## src/include/lepc_pkg.sv

```systemverilog
// Summary of operation
// - Bit 15 of the energy control register enables energy sensing, resets to 0.
// - With auto_wake (bit 14, reset 1) set, power-up starts once data events reach the threshold.
// - With auto_sleep (bit 13, reset 1) set, power-down starts once no line energy is sensed.
// - Writing 1 to bit 12 starts a power change and the bit clears itself.
// - The manual toggle changes power state at once, ignoring thresholds and timers.
// - Each line-driver power-up sends 4 energy pulses, or one when pulse_burst_off is set.
// - The activity threshold is a writable field in bits 3:0, reset 0001.
// - Bit 8 is set when data events meet the activity threshold and clears on read.
// - Event counters reset after about 2 seconds without a data event.
package lepc_pkg;
	// Register indices; the byte address on APB is four times the index.
	localparam logic [7:0] IDX_CONTROL   = 8'h1D;
	localparam logic [7:0] IDX_IRQ_STAT  = 8'h1E;
	localparam logic [7:0] IDX_IRQ_MASK  = 8'h1F;
	// Control register field positions.
	localparam int B_ENABLE    = 15;
	localparam int B_WAKE      = 14;
	localparam int B_SLEEP     = 13;
	localparam int B_MANUAL    = 12;
	localparam int B_BURST_OFF = 11;
	localparam int B_PWR_STATE = 10;
	localparam int B_ERR_MET   = 9;
	localparam int B_DATA_MET  = 8;
	localparam int B_NOISE_LO  = 4;
	localparam int B_ACT_LO    = 0;
	localparam int THR_W       = 4;
	// Reset values.
	localparam logic [THR_W-1:0] THR_RESET   = 4'h1;
	localparam logic             WAKE_RESET  = 1'h1;
	localparam logic             SLEEP_RESET = 1'h1;
	// Interrupt status bit positions.
	localparam int IRQ_W       = 3;
	localparam int I_WOKE      = 0;
	localparam int I_SLEPT     = 1;
	localparam int I_DATA_MET  = 2;
	// Timing.
	localparam int CLK_HZ        = 50_000_000;
	localparam int IDLE_TIME_MS  = 2000;
	localparam int IDLE_CYCLES   = IDLE_TIME_MS * (CLK_HZ / 1000);
	localparam int BURST_LEN     = 4;
	localparam int PULSE_GAP_NS  = 100;
	localparam int PULSE_GAP_CYC = (PULSE_GAP_NS * (CLK_HZ / 1_000_000) + 999) / 1000;
	typedef enum logic {LEPC_ASLEEP, LEPC_AWAKE} lepc_pwr_e;
endpackage

```

## src/include/lepc_if.sv

```systemverilog
`timescale 1ns/100ps
// Handshake between the power controller and the pulse generator.
interface lepc_if;
	logic start;
	logic burst_off;
	logic pulse;
	modport ctl (output start, output burst_off, input pulse);
	modport gen (input start, input burst_off, output pulse);
endinterface

```

## src/design/lepc_pulse.sv

```systemverilog
`timescale 1ns/100ps
// Sends a burst of one-cycle energy pulses each time the line driver powers up.
module lepc_pulse #(
	parameter int BURST = lepc_pkg::BURST_LEN,
	parameter int GAP   = lepc_pkg::PULSE_GAP_CYC
) (
	input  wire logic pclk,
	input  wire logic presetn,
	lepc_if.gen       pif
);
	logic [3:0]  left;
	logic [15:0] gap_cnt;
	wire         gap_done = (gap_cnt == 16'h0);

	// A new start restarts the burst, so a fast sleep and wake never loses its pulses.
	always_ff @(posedge pclk or negedge presetn) begin
		if (!presetn) begin
			left    <= 4'h0;
			gap_cnt <= 16'h0;
			pif.pulse <= 1'b0;
		end else if (pif.start) begin
			left    <= pif.burst_off ? 4'h1 : 4'(BURST);
			gap_cnt <= 16'h0;
			pif.pulse <= 1'b0;
		end else if (left != 4'h0 && gap_done && !pif.pulse) begin
			left    <= left - 4'h1;
			gap_cnt <= 16'(GAP);
			pif.pulse <= 1'b1;
		end else begin
			pif.pulse <= 1'b0;
			if (!gap_done) begin
				gap_cnt <= gap_cnt - 16'h1;
			end
		end
	end
endmodule

```

## src/design/lepc_top.sv

```systemverilog
// The APB interface to the registers was decided locally.
`timescale 1ns/100ps
// Energy-sense power control with an APB register port.
module lepc_top #(
	parameter int IDLE_CYCLES = lepc_pkg::IDLE_CYCLES
) (
	input  wire logic        pclk,
	input  wire logic        presetn,
	input  wire logic        psel,
	input  wire logic        penable,
	input  wire logic        pwrite,
	input  wire logic [31:0] paddr,
	input  wire logic [31:0] pwdata,
	output logic      [31:0] prdata,
	output logic             pready,
	output logic             pslverr,
	input  wire logic        data_event,
	input  wire logic        error_event,
	input  wire logic        line_energy,
	output logic             driver_power_on,
	output logic             pulse_out,
	output logic             irq
);
	lepc_if pif ();

	// Control fields.
	logic                            energy_sense_enable;
	logic                            auto_wake;
	logic                            auto_sleep;
	logic                            manual_power_toggle;
	logic                            pulse_burst_off;
	logic                            activity_threshold_reached;
	logic                            noise_threshold_reached;
	logic [lepc_pkg::THR_W-1:0]      activity_threshold;
	logic [lepc_pkg::THR_W-1:0]      noise_threshold;
	logic [lepc_pkg::IRQ_W-1:0]      irq_status;
	logic [lepc_pkg::IRQ_W-1:0]      irq_mask;
	lepc_pkg::lepc_pwr_e             pwr;
	logic [lepc_pkg::THR_W-1:0]      data_cnt;
	logic [lepc_pkg::THR_W-1:0]      err_cnt;
	logic [31:0]                     idle_cnt;
	logic                            start_q;

	// Bus decode: a request is answered one cycle into its access phase.
	// Every transfer thus costs one wait state; answering in the first access cycle
	// would put the address decode and read mux straight in front of pready.
	// Only word addresses are compared, so the two low address bits are ignored.
	wire        access     = psel & penable & ~pready;
	wire        done       = psel & penable & pready;
	wire [29:0] word       = paddr[31:2];
	wire        hit_ctl    = (word == 30'(lepc_pkg::IDX_CONTROL));
	wire        hit_stat   = (word == 30'(lepc_pkg::IDX_IRQ_STAT));
	wire        hit_mask   = (word == 30'(lepc_pkg::IDX_IRQ_MASK));
	wire        mapped     = hit_ctl | hit_stat | hit_mask;
	wire        wr_ctl     = done & pwrite & hit_ctl;
	wire        wr_stat    = done & pwrite & hit_stat;
	wire        wr_mask    = done & pwrite & hit_mask;
	wire        rd_ctl     = done & ~pwrite & hit_ctl;

	// Control register image as software reads it.
	// The power state bit is only meaningful while sensing is enabled; with sensing
	// off the block is held awake and the bit simply reads as one.
	wire [15:0] ctl_image  = {energy_sense_enable, auto_wake, auto_sleep, manual_power_toggle,
		pulse_burst_off, (pwr == lepc_pkg::LEPC_AWAKE), noise_threshold_reached,
		activity_threshold_reached, noise_threshold, activity_threshold};
	wire [31:0] rd_data    = hit_ctl  ? {16'h0000, ctl_image} :
	                         hit_stat ? {29'h0, irq_status} :
	                         hit_mask ? {29'h0, irq_mask} : 32'h0000_0000;

	// Event counting: the next counts saturate rather than wrap.
	// Saturation matters: a wrapped count would fall below the threshold again and
	// hide a run of events that arrived while the state could not change.
	wire [lepc_pkg::THR_W-1:0] next_data_cnt = (&data_cnt) ? data_cnt : data_cnt + 4'h1;
	wire [lepc_pkg::THR_W-1:0] next_err_cnt  = (&err_cnt) ? err_cnt : err_cnt + 4'h1;
	wire data_hit   = data_event & (next_data_cnt >= activity_threshold);
	wire err_hit    = error_event & (next_err_cnt >= noise_threshold);
	wire idle_done  = (idle_cnt >= 32'(IDLE_CYCLES - 1));

	// Power transitions; the manual toggle overrides every automatic cause.
	// Both automatic causes are gated by the current state, so a wake cause while
	// already awake, or a sleep cause while asleep, leaves the state alone.
	// With sensing disabled none of these fire and force_up pulls the state back up.
	wire man_go     = energy_sense_enable & manual_power_toggle;
	wire wake_go    = energy_sense_enable & auto_wake & data_hit
	                  & (pwr == lepc_pkg::LEPC_ASLEEP);
	wire sleep_go   = energy_sense_enable & auto_sleep & ~line_energy
	                  & (pwr == lepc_pkg::LEPC_AWAKE);
	wire go_up      = man_go ? (pwr == lepc_pkg::LEPC_ASLEEP) : wake_go;
	wire go_down    = man_go ? (pwr == lepc_pkg::LEPC_AWAKE) : sleep_go;
	wire force_up   = ~energy_sense_enable & (pwr == lepc_pkg::LEPC_ASLEEP);
	wire [lepc_pkg::IRQ_W-1:0] irq_set = {data_hit, go_down, go_up | force_up};

	// APB answer, registered so every bus output comes from a flop.
	// Read data is zero outside the answer cycle, so a stale word never shows on the bus.
	always_ff @(posedge pclk or negedge presetn) begin
		if (!presetn) begin
			pready  <= 1'b0;
			pslverr <= 1'b0;
			prdata  <= 32'h0000_0000;
		end else begin
			pready  <= access;
			pslverr <= access & ~mapped;
			prdata  <= (access & ~pwrite) ? rd_data : 32'h0000_0000;
		end
	end

	// Writable control fields.
	// A new threshold applies from the next event; counts already gathered are kept.
	always_ff @(posedge pclk or negedge presetn) begin
		if (!presetn) begin
			energy_sense_enable <= 1'b0;
			auto_wake           <= lepc_pkg::WAKE_RESET;
			auto_sleep          <= lepc_pkg::SLEEP_RESET;
			pulse_burst_off     <= 1'b0;
			noise_threshold     <= lepc_pkg::THR_RESET;
			activity_threshold  <= lepc_pkg::THR_RESET;
			irq_mask            <= '0;
		end else begin
			if (wr_ctl) begin
				energy_sense_enable <= pwdata[lepc_pkg::B_ENABLE];
				auto_wake           <= pwdata[lepc_pkg::B_WAKE];
				auto_sleep          <= pwdata[lepc_pkg::B_SLEEP];
				pulse_burst_off     <= pwdata[lepc_pkg::B_BURST_OFF];
				noise_threshold     <= pwdata[lepc_pkg::B_NOISE_LO +: lepc_pkg::THR_W];
				activity_threshold  <= pwdata[lepc_pkg::B_ACT_LO +: lepc_pkg::THR_W];
			end
			if (wr_mask) begin
				irq_mask <= pwdata[lepc_pkg::IRQ_W-1:0];
			end
		end
	end

	// The manual toggle is held for one cycle only, so it always reads back as zero.
	// A toggle written while sensing is off is dropped, since the block is then held awake.
	always_ff @(posedge pclk or negedge presetn) begin
		if (!presetn) begin
			manual_power_toggle <= 1'b0;
		end else begin
			manual_power_toggle <= wr_ctl & pwdata[lepc_pkg::B_MANUAL];
		end
	end

	// Power state; leaving sensing disabled always returns the block to awake.
	always_ff @(posedge pclk or negedge presetn) begin
		if (!presetn) begin
			pwr <= lepc_pkg::LEPC_AWAKE;
		end else if (go_up | force_up) begin
			pwr <= lepc_pkg::LEPC_AWAKE;
		end else if (go_down) begin
			pwr <= lepc_pkg::LEPC_ASLEEP;
		end
	end

	// Event counters, cleared by a power change or by a long quiet spell.
	// The quiet timer restarts on every data event and on every power change, so the
	// two-second window measures silence since the last of them.
	always_ff @(posedge pclk or negedge presetn) begin
		if (!presetn) begin
			data_cnt <= '0;
			err_cnt  <= '0;
			idle_cnt <= 32'h0;
		end else if (go_up | go_down | force_up | (idle_done & ~data_event)) begin
			data_cnt <= '0;
			err_cnt  <= '0;
			idle_cnt <= 32'h0;
		end else begin
			if (data_event) begin
				data_cnt <= next_data_cnt;
			end
			if (error_event) begin
				err_cnt <= next_err_cnt;
			end
			idle_cnt <= data_event ? 32'h0 : idle_cnt + 32'h1;
		end
	end

	// Threshold flags clear on a control read, but a hit in that same cycle wins.
	// The error flag is informational only and never moves the power state.
	always_ff @(posedge pclk or negedge presetn) begin
		if (!presetn) begin
			activity_threshold_reached <= 1'b0;
			noise_threshold_reached    <= 1'b0;
		end else begin
			activity_threshold_reached <= data_hit | (activity_threshold_reached & ~rd_ctl);
			noise_threshold_reached    <= err_hit | (noise_threshold_reached & ~rd_ctl);
		end
	end

	// Sticky interrupt status, write one to clear, a new event beats the clear.
	// Masking gates only the output, so masked events can still be polled.
	always_ff @(posedge pclk or negedge presetn) begin
		if (!presetn) begin
			irq_status <= '0;
			irq        <= 1'b0;
		end else begin
			irq_status <= irq_set | (irq_status & ~({lepc_pkg::IRQ_W{wr_stat}}
				& pwdata[lepc_pkg::IRQ_W-1:0]));
			irq        <= |(irq_status & irq_mask);
		end
	end

	// Driver power follows the power state by one flop; the burst start is registered alongside the state change.
	// Pulses are gated with the power state, so a burst cut short by a power-down
	// never reaches an unpowered driver; such a burst is lost, not resumed.
	always_ff @(posedge pclk or negedge presetn) begin
		if (!presetn) begin
			driver_power_on <= 1'b1;
			start_q         <= 1'b0;
			pulse_out       <= 1'b0;
		end else begin
			driver_power_on <= (pwr == lepc_pkg::LEPC_AWAKE);
			start_q         <= go_up | force_up;
			pulse_out       <= pif.pulse & (pwr == lepc_pkg::LEPC_AWAKE);
		end
	end

	// Strobe and burst setting handed to the pulse generator.
	assign pif.start     = start_q;
	assign pif.burst_off = pulse_burst_off;

	// The generator restarts its burst on every start strobe, so a quick sleep and
	// wake still sends a full burst rather than the tail of the old one.
	lepc_pulse u_pulse (
		.pclk    (pclk),
		.presetn (presetn),
		.pif     (pif)
	);
endmodule

```

## config.mk

```make
export PLATFORM = sky130hd
export DESIGN_NAME = lepc_top
export DESIGN_NICKNAME = d
export VERILOG_FILES = /design/src/include/lepc_pkg.sv /design/src/include/lepc_if.sv /design/src/design/lepc_pulse.sv /design/src/design/lepc_top.sv
export SDC_FILE = /design/constraint.sdc
export NUM_CORES = 1
export LEC_CHECK = 0
export BUFFER_PORTS_ARGS = -buffer_cell sky130_fd_sc_hd__buf_4
export CAP_MARGIN = 15
export CORE_MARGIN = 2
export CORE_UTILIZATION = 42
export CTS_CLUSTER_SIZE = 16
export DETAILED_ROUTE_END_ITERATION = 16
export GPL_TIMING_DRIVEN = 0
export PLACE_DENSITY = 0.77
export SETUP_SLACK_MARGIN = 0.3
export SLEW_MARGIN = 40
export SYNTH_ARGS = -nofsm -noshare
export SYNTH_HDL_FRONTEND = slang
export SYNTH_SLANG_ARGS = --single-unit
```

## constraint.sdc

```tcl
create_clock -name pclk -period 2.6 [get_ports pclk]
set_input_delay 0.26 -clock pclk [delete_from_list [all_inputs] [get_ports pclk]]
set_output_delay 0.26 -clock pclk [all_outputs]
set_load 0.03 [all_outputs]
```

==> results of run 1 <==
[state kept, by name, summed over array words and instances (netlist names), 3 cells and up]
register            flops
irq_mask                3
idle_cnt               32
noise_threshold         4
err_cnt                 4
prdata                 16
data_cnt                4
irq_status              3
u_pulse.left            4
u_pulse.gap_cnt        16
activity_threshold      4
[layout by cell type (no fill, tap or decap), types with 4 or more instances in the layout]
cell,n
clkbuf_1,5
xor2_1,25
xnor2_1,16
nand3_1,16
ha_1,11
nor3b_2,4
a31oi_1,4
nor3_1,15
nand2_1,28
nor2_1,66
clkbuf_16,9
and3_1,13
dfstp_2,6
inv_1,18
nor4_1,12
a22oi_1,4
mux2_2,18
or4_1,4
dfrtp_1,98
conb_1,21
nand2b_1,6
buf_4,90
and2_1,11
nand4_1,15
o21ai_0,4
inv_6,4
a21oi_1,13
[power by group]
group	switching (mW)	internal, mW	leakage [nW]
Clock	0.619	0.663	0.129
Sequential	0.0123	1.65	1.40
Combinational	0.153	0.130	1.49
Total	0.784	2.44	3.02
[through the flow]
step	hold WS, ns	std cells	power [mW]
2_1_floorplan	-0.0356	520	1.82
3_3_place_gp	0.410	756	1.92
3_5_place_dp	0.357	756	1.93
4_1_cts	0.117	774	3.22
5_1_grt	0.136	778	3.34
6_report	0.128	778	3.22
[kinds of logic (layout without fill, tap and decap cells)]
| group | Yosys count | after routing |
|---|---|---|
| compound gates | 47 | 47 |
| xor+xnor | 41 | 41 |
| fa+ha+maj | 13 | 13 |
| buf+inv | 46 | 136 |
| flops | 105 | 105 |
| mux | 22 | 22 |
| other cells | 1 | 21 |
| simple gates | 225 | 225 |
[final cells by class]
class | instances | area, µm²
buffer | 28 | 180
multi-input combinational | 369 | 2520
tap | 168 | 210
sequential | 105 | 2640
fill | 1033 | 5630
timing repair buffer | 74 | 586
inverter | 18 | 67.6
clock inverter | 7 | 57.6
clock buffer | 9 | 225
[per-layer routing]
layer  GRT usage  vias to the layer above  wire length, µm
li1            -                     1925                -
met1       0.209                     1948             4760
met2       0.290                       84             5790
met3      0.0136                       15              308
met4      0.0643                        0              197
met5           0                        -                0
[what timing repair did]
item / in CTS / in global routing
resized for setup: 8 / 10
gates cloned: 0 / 0
endpoints found under the hold margin: 70 / 0
setup endpoints to repair: 12 / 13
pin swaps: 2 / 7
buffers inserted: 1 / 3
hold buffers: 1 / 0
[final timing paths]
kind	from	endpoint	cells after the start
worst max-delay path	data_cnt[1]$_DFFE_PN0P_	err_cnt[2]$_DFFE_PN0P_	9
worst min-delay path	pwdata[2]	irq_status[2]$_DFF_PN0_	2
worst max register to register	data_cnt[1]$_DFFE_PN0P_	err_cnt[2]$_DFFE_PN0P_	9
worst min register to register	pwr$_DFFE_PN1P_	driver_power_on$_DFF_PN1_	0
max in group asynchronous	presetn	driver_power_on$_DFF_PN1_	3
min in group asynchronous	presetn	prdata[5]$_DFF_PN0_	2
==> impl_metrics.ini, run 1 <==
[clocking]
worstSkewPairLatency_ns = 0.35
path_clk_slew_ns = 0.07
htreeDepth = 3
cts_buffers = 9
cts_root_buf = clkbuf_16
clock_tree.buffer_depth = 2
tritoncts = built
clock_sinks = 105

[timing]
layout_setup_ws_ns = 0.383
max_clock_freq_ghz = 0.451
grt_setup_unrepaired = true
finalClockSkew_ns = 0.00689
fin_setup_tns_ns = 0
pin_slew_with_the_least_headroom_to_its_limit_ns = 0.589
finalWorstPathRequiredPeriod_ns = 2.22
finalMaxSlewViolations = 0
post_route_clock_period_utilization = 0.853
setup_viol = 0
slew_headroom = 0.605
hold_viol_final = 0

[detailed_routing]
post_drt_wl_per_cell_um = 14.2
drt_drc_violations_left = 0
route.final.wire_length_um = 11100
dr.pass1.iters = 4
drt_first_iter_violations = 342
detail-route-antenna-nets = 0
total_number_of_vias = 3972
via_density_per_instance = 5.11

[floorplanning]
die_width_um = 116
fp.coreArea_um2 = 12100
initial_util = 0.432
dieHeight_um = 116
std_cell_rows = 40
floorplan.die_area_um2 = 13400
floorplan.io_pins = 109

[final_layout]
antenna_cells = 0
final_util = 0.535
layout-drive-gt1-share = 0.272
nNetsFinal = 690
synthToLayoutAreaGrowth_pct = 23.8
post-route-cell-area_um2 = 6480

[job]
max_cap_viol_count = 0

[setup_path]
worst-r2r-setup-slack_ns = 0.38
timing.critical_path.required_ns = 2.87
timing.critical_path.max_delay_family = compound AO/OA/AOI/OAI gates
critPathMostFrequentCell = a21oi_1
worst_setup_path_start_kind = flop
critical_path.cell_chain = ha_4, buf_4, nor2b_2, a21oi_1, ha_1, a21oi_1, o21ai_2, a41oi_4, nor3b_2
critPathArrivalTime_ns = 2.49
worst_path_largest_cell_delay_ns = 0.43
crit_slowest_cell = dfrtp_1
worstSetupEndpointType = flop
path_buf_inv = 1
worst-setup-path-type = reg -> reg
worstPathMaxFanout = 8

[global_route]
grt_overflow = 0
grt_first_pass_wirelength_um = 17800
maximum_number_of_pins_on_one_net_before_global_route_repair = 106
grt_antenna_before_repair = 0
first_global_vias = 3836
grt_util_all_layers = 0.164

[logic_synthesis]
synth_seq_cells = 105
synth_fa_ha_area_frac = 0.0311
ys_top_cells_by_count = dfrtp_1 (99), nor2_1 (67), nand2_1 (28)
synth.area.top_cells = dfrtp_1 (47%), nor2_1 (4.8%), xor2_1 (4.2%), mux2_2 (4.1%), ha_1 (3.1%)
post_synth.cell_area_avg_um2 = 10.5
post_synth_simple_gate_area = 0.236
main_combinational_cell_family_by_area_after_synthesis = simple AND/OR/NAND/NOR gates
synth-async-reset-ratio = 1.00
yosys.area_share.xor_xnor = 0.0686
synthesis.area_um2 = 5230
synth_edf_count = 0
synthesized_area_fraction_occupied_by_ao_oa_aoi_and_oai_cells = 0.0665
synthesis.instances = 500
yosysSeqAreaShare = 0.503
synth_cell_type_count = 65
synth-main-ff-cell = dfrtp_1
yosysTopAreaCellShare = 0.473
synthMuxAreaShare = 0.0466
post-synth-top-count-cell = dfrtp_1
synthesis.yosys.warnings = 0
synth_top_area_cell = dfrtp_1

[power]
power-per-cell-area_nw_per_um2 = 497
power_leakage_nw = 3.02
power.ir.vdd_worst_mv = 0.369

[min_path]
worst_hold_path_type = in -> reg

[placement]
pre_cts_ws_ns = 0.0441
number_of_buffers_added_on_ports = 68
place.gp.congestion = 0.807
hpwlAfterDp_um = 8020
placement.cell_area_um2 = 6040

[run_status]
status = finished clean
Note: power is estimated with default switching activity, not from simulation.
==> run 2: changes to the inputs <==
Settings changed: RECOVER_POWER set to 100.
==> run 2 against run 1 <==
  * Clock power about the same
  * Worst hold slack gained 0.0024 ns
  * Highest routed layer unchanged
  * Combinational power down 4%
  * Largest power group unchanged
  * The flow now finishes with violations (max-capacitance violations, max-slew violations)
  * Register-to-register slack lost 0.10 ns
  * Sequential power about the same
==> impl_metrics.ini, run 2 (synthesis gave the netlist of run 1 again) <==
[run_status]
status = finished with violations
violations_in_the_final_reports = max-capacitance violations, max-slew violations

[detailed_routing]
drt_drc_violations_left = 0
route.final.wire_length_um = 11100
detail-route-antenna-nets = 0
via_density_per_instance = 5.13
post_drt_wl_per_cell_um = 14.2
dr.pass1.iters = 4
drt_first_iter_violations = 335
total_number_of_vias = 3993

[power]
share_clk_of_total_power = 0.398
power_switching_mw = 0.775
power.ir.vdd_worst_mv = 0.363
intPower_mw = 2.43
power-per-cell-area_nw_per_um2 = 505
report.power.total_mw = 3.20
power.share.switching = 0.242
power.combinational.fraction = 0.085
sequentialPowerShare = 0.517
power_leakage_nw = 2.90

[setup_path]
worst-setup-path-type = reg -> reg
worst_path_largest_cell_delay_ns = 0.40
timing.critical_path.required_ns = 2.87
crit_slowest_cell = dfrtp_1
critical_path.cell_chain = ha_1, buf_4, nor2b_2, a21oi_1, ha_1, a21oi_1, o21ai_2, a41oi_4, nor3b_2
worst_reg2reg_path_endpoint = err_cnt[2]$_DFFE_PN0P_
worst-r2r-setup-slack_ns = 0.28
r2r_cells = 9
worstSetupEndpointType = flop
worstPathMaxFanout = 8
r2r-start = data_cnt[1]$_DFFE_PN0P_
critPathArrivalTime_ns = 2.58
worst_setup_path_start_kind = flop

[timing]
layout_setup_ws_ns = 0.282
pin_slew_with_the_least_headroom_to_its_limit_ns = 1.91
setup_viol = 0
finalClockSkew_ns = 0.00755
finalMaxSlewViolations = 34
post_route_clock_period_utilization = 0.891
slew_headroom = -0.274
hold_ws_ns = 0.130
hold_viol_final = 0
fin_setup_tns_ns = 0
grt_setup_unrepaired = true
max_clock_freq_ghz = 0.431
finalWorstPathRequiredPeriod_ns = 2.32

[final_layout]
largest_register = idle_cnt
largest_reg_flops = 32
layout-drive-gt1-share = 0.221
layout.cells.non_filler = 778
nNetsFinal = 690
layout.cells.most_common_list = dfrtp_1 (98), nor2_1 (67), buf_4 (65)
mostFrequentLayoutCell = dfrtp_1
post-route-cell-area_um2 = 6340
final_util = 0.524
antenna_cells = 0
synthToLayoutAreaGrowth_pct = 21.2
layout_top_registers = idle_cnt (32), prdata (16), u_pulse.gap_cnt (16)

[global_route]
first_global_vias = 3836
grt_util_all_layers = 0.164
grt_overflow = 0
grt_first_pass_wirelength_um = 17800
grt_antenna_before_repair = 0
maximum_number_of_pins_on_one_net_before_global_route_repair = 106

[job]
max_cap_viol_count = 1

[clocking]
clock_tree.buffer_depth = 2
worstSkewPairLatency_ns = 0.34
clock_sinks = 105
path_clk_slew_ns = 0.07
cts_root_buf = clkbuf_16
cts_buffers = 9
tritoncts = built
htreeDepth = 3

[min_path]
worst_hold_path_type = in -> reg
timing.hold.worst_path_depth = 2
worst_hold_path.endpoint = irq_status[2]$_DFF_PN0_
hp-start = pwdata[2]

[placement]
pre_cts_ws_ns = 0.0441
number_of_buffers_added_on_ports = 68
placement.cell_area_um2 = 6040
place.gp.congestion = 0.807
hpwlAfterDp_um = 8020
place_inst = 756

[floorplanning]
std_cell_rows = 40
initial_util = 0.432
die_width_um = 116
fp.coreArea_um2 = 12100
dieHeight_um = 116
floorplan.io_pins = 109
floorplan.die_area_um2 = 13400
==> run 2: changes by cell type in the layout (fill, tap and decap cells not counted), moves of 2 or more <==
cell      previous run  this run
clkbuf_2             0         2
clkbuf_1             5        29
and2_1              11         3
and2_0               1         9
buf_4               90        65
nor4_1              12        14
==> run 2: critical path, delay by kind of cell, from the launching register on <==
| family | cells | cell delay, ns |
|---|---|---|
| flops | 1 | 0.40 |
| buf+inv | 1 | 0.18 |
| fa+ha+maj | 2 | 0.60 |
| simple gates | 2 | 0.33 |
| compound gates | 4 | 0.72 |
==> run 2: power by group through the flow <==
| stage | clock network (mW) | registers [mW] | logic, mW |
|---|---|---|---|
| after floorplan | 0 | 1.69 | 0.128 |
| after global placement | 0 | 1.69 | 0.237 |
| after detailed placement | 0 | 1.69 | 0.245 |
| after CTS | 1.30 | 1.66 | 0.260 |
| after global routing | 1.37 | 1.66 | 0.302 |
| final | 1.28 | 1.66 | 0.272 |
==> run 2: how the worst max path moves through the flow <==
stage	start	end	depth (start not counted)
floorplan	data_cnt[0]$_DFFE_PN0P_	err_cnt[1]$_DFFE_PN0P_	8
global placement	data_cnt[0]$_DFFE_PN0P_	err_cnt[3]$_DFFE_PN0P_	8
detailed placement	data_cnt[0]$_DFFE_PN0P_	data_cnt[0]$_DFFE_PN0P_	8
CTS	data_cnt[0]$_DFFE_PN0P_	irq_status[0]$_DFF_PN0_	9
global route	data_cnt[1]$_DFFE_PN0P_	data_cnt[2]$_DFFE_PN0P_	10
finish	data_cnt[1]$_DFFE_PN0P_	err_cnt[2]$_DFFE_PN0P_	9
==> run 2: cell type report <==
type,count,area (µm²)
sequential,105,2640
timing repair buffer,74,492
buffer,28,174
clock inverter,7,57.6
tap,168,210
clock buffer,9,225
fill,1068,5770
multi-input combinational,369,2480
inverter,18,67.6
==> run 2: timing repair <==
action,4_1_cts,5_1_grt
pin swaps,2,7
gates resized for setup,8,10
hold endpoints to repair,70,0
hold buffers,1,0
endpoints found under the setup margin,12,13
setup buffers,1,3
==> run 2: metal layers <==
metal,part of all wire,vias up,track usage
met5,0,-,0
met4,0.016,0,0.0643
met3,0.028,15,0.0136
met2,0.53,83,0.290
met1,0.43,1968,0.209
li1,-,1927,-
==> run 3: changes to the inputs <==
Settings changed: CAP_MARGIN 15 to 10, SYNTH_HIERARCHICAL set to 1.
==> run 3 against run 2 <==
  * The run now ends clean
  * Register-to-register slack worse by 0.13 ns
  * Worst hold slack better by 0.0021 ns
  * Critical path depth grew 1
  * Global-route usage is 2.5 points higher
  * Combinational power up 47%
  * Fmax shrank 5.5%
  * Clock skew up 0.0035 ns
  * Clock power increased by 9%
  * Worst setup slack worse by 0.13 ns
  * Flip-flop and latch count did not move
  * Utilization is 0.18 points higher
  * Wire length increased by 19%
  * Largest power group unchanged
  * Highest routed layer unchanged
==> impl_metrics.ini, run 3 <==
[setup_path]
worst-setup-path-type = reg -> reg
r2r-start = data_cnt[0]$_DFFE_PN0P_
worstPathMaxFanout = 8
worst_reg2reg_path_endpoint = idle_cnt[15]$_DFF_PN0_
worstSetupPathDepth = 10
critPathArrivalTime_ns = 2.70
critical_path.cell_chain = ha_4, nand3_4, mux2_4, ha_4, o211ai_1, o211a_1, a211oi_4, buf_6, buf_4, a211oi_1
worst_path_largest_cell_delay_ns = 0.45
crit_slowest_cell = dfrtp_1
timing.critical_path.required_ns = 2.85
worst_setup_path_start_kind = flop
r2r_cells = 10
worstSetupEndpointType = flop
timing.critical_path.max_delay_family = compound AO/OA/AOI/OAI gates
worst-r2r-setup-slack_ns = 0.15
critPathMostFrequentCell = ha_4
path_buf_inv = 2

[logic_synthesis]
synthesis.instances = 525
synth_top_area_cell = dfrtp_1
synth.area.top_cells = dfrtp_1 (44%), mux2_2 (3.6%), a211oi_1 (3.3%), nor3_2 (3.0%), ha_1 (2.9%)
yosysSeqAreaShare = 0.470
yosysTopAreaCellShare = 0.442
ys_top_cells_by_count = dfrtp_1 (99), inv_1 (30), a211oi_1 (25)
synthesis.yosys.warnings = 6
synth_edf_count = 0
synth_seq_cells = 105
synth-main-ff-cell = dfrtp_1
post_synth.cell_area_avg_um2 = 10.7
post-synth-top-count-cell = dfrtp_1
synth_cell_type_count = 65
synthesis.area_um2 = 5600
synth-async-reset-ratio = 1.00

[min_path]
hp-start = pwdata[7]
timing.hold.worst_path_depth = 2
worst_hold_path.endpoint = noise_threshold[3]$_DFFE_PN0P_
worst_hold_path_type = in -> reg

[floorplanning]
std_cell_rows = 42
floorplan.io_pins = 109
dieHeight_um = 120
floorplan.die_area_um2 = 14300
die_width_um = 120
fp.coreArea_um2 = 13100
initial_util = 0.426

[placement]
pre_cts_ws_ns = -0.108
number_of_buffers_added_on_ports = 69
hpwlAfterDp_um = 8850
place.gp.congestion = 0.842

[final_layout]
nFillCells = 1171
synthToLayoutAreaGrowth_pct = 23.2
largest_register = idle_cnt
footprint_of_the_multi_input_gates_um2 = 2720
antenna_cells = 0
regArea_um2 = 2640
mostFrequentLayoutCell = dfrtp_1
layout.cells.most_common_list = dfrtp_1 (98), buf_4 (70), clkbuf_1 (32)
final_util = 0.525
layout_top_registers = idle_cnt (32), prdata (16), u_pulse/gap_cnt (16)
largest_reg_flops = 32
layout-drive-gt1-share = 0.253
nNetsFinal = 727

[global_route]
grt_first_pass_wirelength_um = 21800
grt_util_all_layers = 0.189
grt_antenna_before_repair = 0
first_global_vias = 4544
grt_overflow = 0
maximum_number_of_pins_on_one_net_before_global_route_repair = 106

[timing]
slew_headroom = 0.117
finalWorstPathRequiredPeriod_ns = 2.45
finalMaxSlewViolations = 0
hold_ws_ns = 0.132
hold_viol_final = 0
finalClockSkew_ns = 0.0111
fin_setup_tns_ns = 0
layout_setup_ws_ns = 0.148
grt_setup_unrepaired = true
post_route_clock_period_utilization = 0.943
max_clock_freq_ghz = 0.408
setup_viol = 0
pin_slew_with_the_least_headroom_to_its_limit_ns = 1.32

[detailed_routing]
route.final.wire_length_um = 13200
total_number_of_vias = 4550
dr.pass1.iters = 6
drt_first_iter_violations = 411
detail-route-antenna-nets = 0
post_drt_wl_per_cell_um = 16.0
drt_drc_violations_left = 0
via_density_per_instance = 5.53

[run_status]
status = finished clean

[job]
max_cap_viol_count = 0

[clocking]
worstSkewPairLatency_ns = 0.36
path_clk_slew_ns = 0.08
htreeDepth = 3
cts_buffers = 9
tritoncts = built
clock_tree.buffer_depth = 2
clock_sinks = 105
cts_root_buf = clkbuf_16

[power]
report.power.total_mw = 3.49
power.ir.vdd_worst_mv = 0.347
power_leakage_nw = 3.04
power-per-cell-area_nw_per_um2 = 506
==> run 3: changes by cell type after synthesis, sizes merged, moves of 10 or more <==
| cell | delta |
|---|---|
| nor2 | -45 |
| nor3 | +10 |
| or3 | +12 |
| a211oi | +25 |
| xor2 | -16 |
| o21ai | +18 |
| inv | +12 |
| xnor2 | -10 |
==> run 3: metrics by stage <==
| step | instances | cell area [µm²] |
|---|---|---|
| after detailed placement | 790 | 6530 |
| after global placement | 790 | 6520 |
| after floorplan | 545 | 5780 |
| after global routing | 823 | 6900 |
| final | 823 | 6900 |
| after CTS | 820 | 7100 |
==> run 3: what timing repair did <==
item / in CTS / in global routing
hold endpoints to repair: 90 / 0
hold buffers: 1 / 0
pin swaps: 13 / 12
setup buffers: 10 / 1
cloned: 3 / 0
gates resized for setup: 24 / 12
setup endpoints to repair: 48 / 39
==> run 3: cells by family after synthesis <==
logic type	count (synthesis)	share of synthesized area
flops	105	0.470
fa+ha+maj	13	0.0290
buf+inv	69	0.0639
mux	25	0.0487
compound gates	112	0.137
xor+xnor	15	0.0234
other cells	1	0.000669
simple gates	185	0.227
==> run 3: report_power, final <==
group | switching (mW) | total [mW] | internal [mW]
clock network | 0.639 | 1.40 | 0.757
logic | 0.202 | 0.401 | 0.199
registers | 0.0347 | 1.70 | 1.66
total | 0.876 | 3.49 | 2.62
==> run 3: worst max-delay path by stage <==
| stage | start | to | slack [ns] |
|---|---|---|---|
| 2_1_floorplan | data_cnt[0]$_DFFE_PN0P_ | idle_cnt[2]$_DFF_PN0_ | 0.19 |
| 3_3_place_gp | data_cnt[0]$_DFFE_PN0P_ | idle_cnt[23]$_DFF_PN0_ | -0.04 |
| 3_5_place_dp | data_cnt[0]$_DFFE_PN0P_ | err_cnt[3]$_DFFE_PN0P_ | -0.11 |
| 4_1_cts | data_cnt[0]$_DFFE_PN0P_ | idle_cnt[24]$_DFF_PN0_ | 0.22 |
| 5_1_grt | data_cnt[0]$_DFFE_PN0P_ | idle_cnt[20]$_DFF_PN0_ | 0.05 |
| 6_report | data_cnt[0]$_DFFE_PN0P_ | idle_cnt[15]$_DFF_PN0_ | 0.15 |
==> run 3: layout make-up <==
| type | count | share of cell area |
|---|---|---|
| Timing Repair Buffer | 86 | 0.0885 |
| Sequential cell | 105 | 0.382 |
| Buffer | 39 | 0.0431 |
| Tap cell | 176 | 0.0319 |
| Inverter | 30 | 0.0163 |
| Multi-Input combinational cell | 371 | 0.394 |
| Clock inverter | 7 | 0.0114 |
| Clock buffer | 9 | 0.0326 |
==> run 3: layer usage <==
metal  wire [µm]  global-route usage  part of all wire
met1        5600               0.234              0.42
met2        6820               0.324              0.52
met3         525              0.0475             0.040
met4         267              0.0610             0.020
met5           0                   0                 0
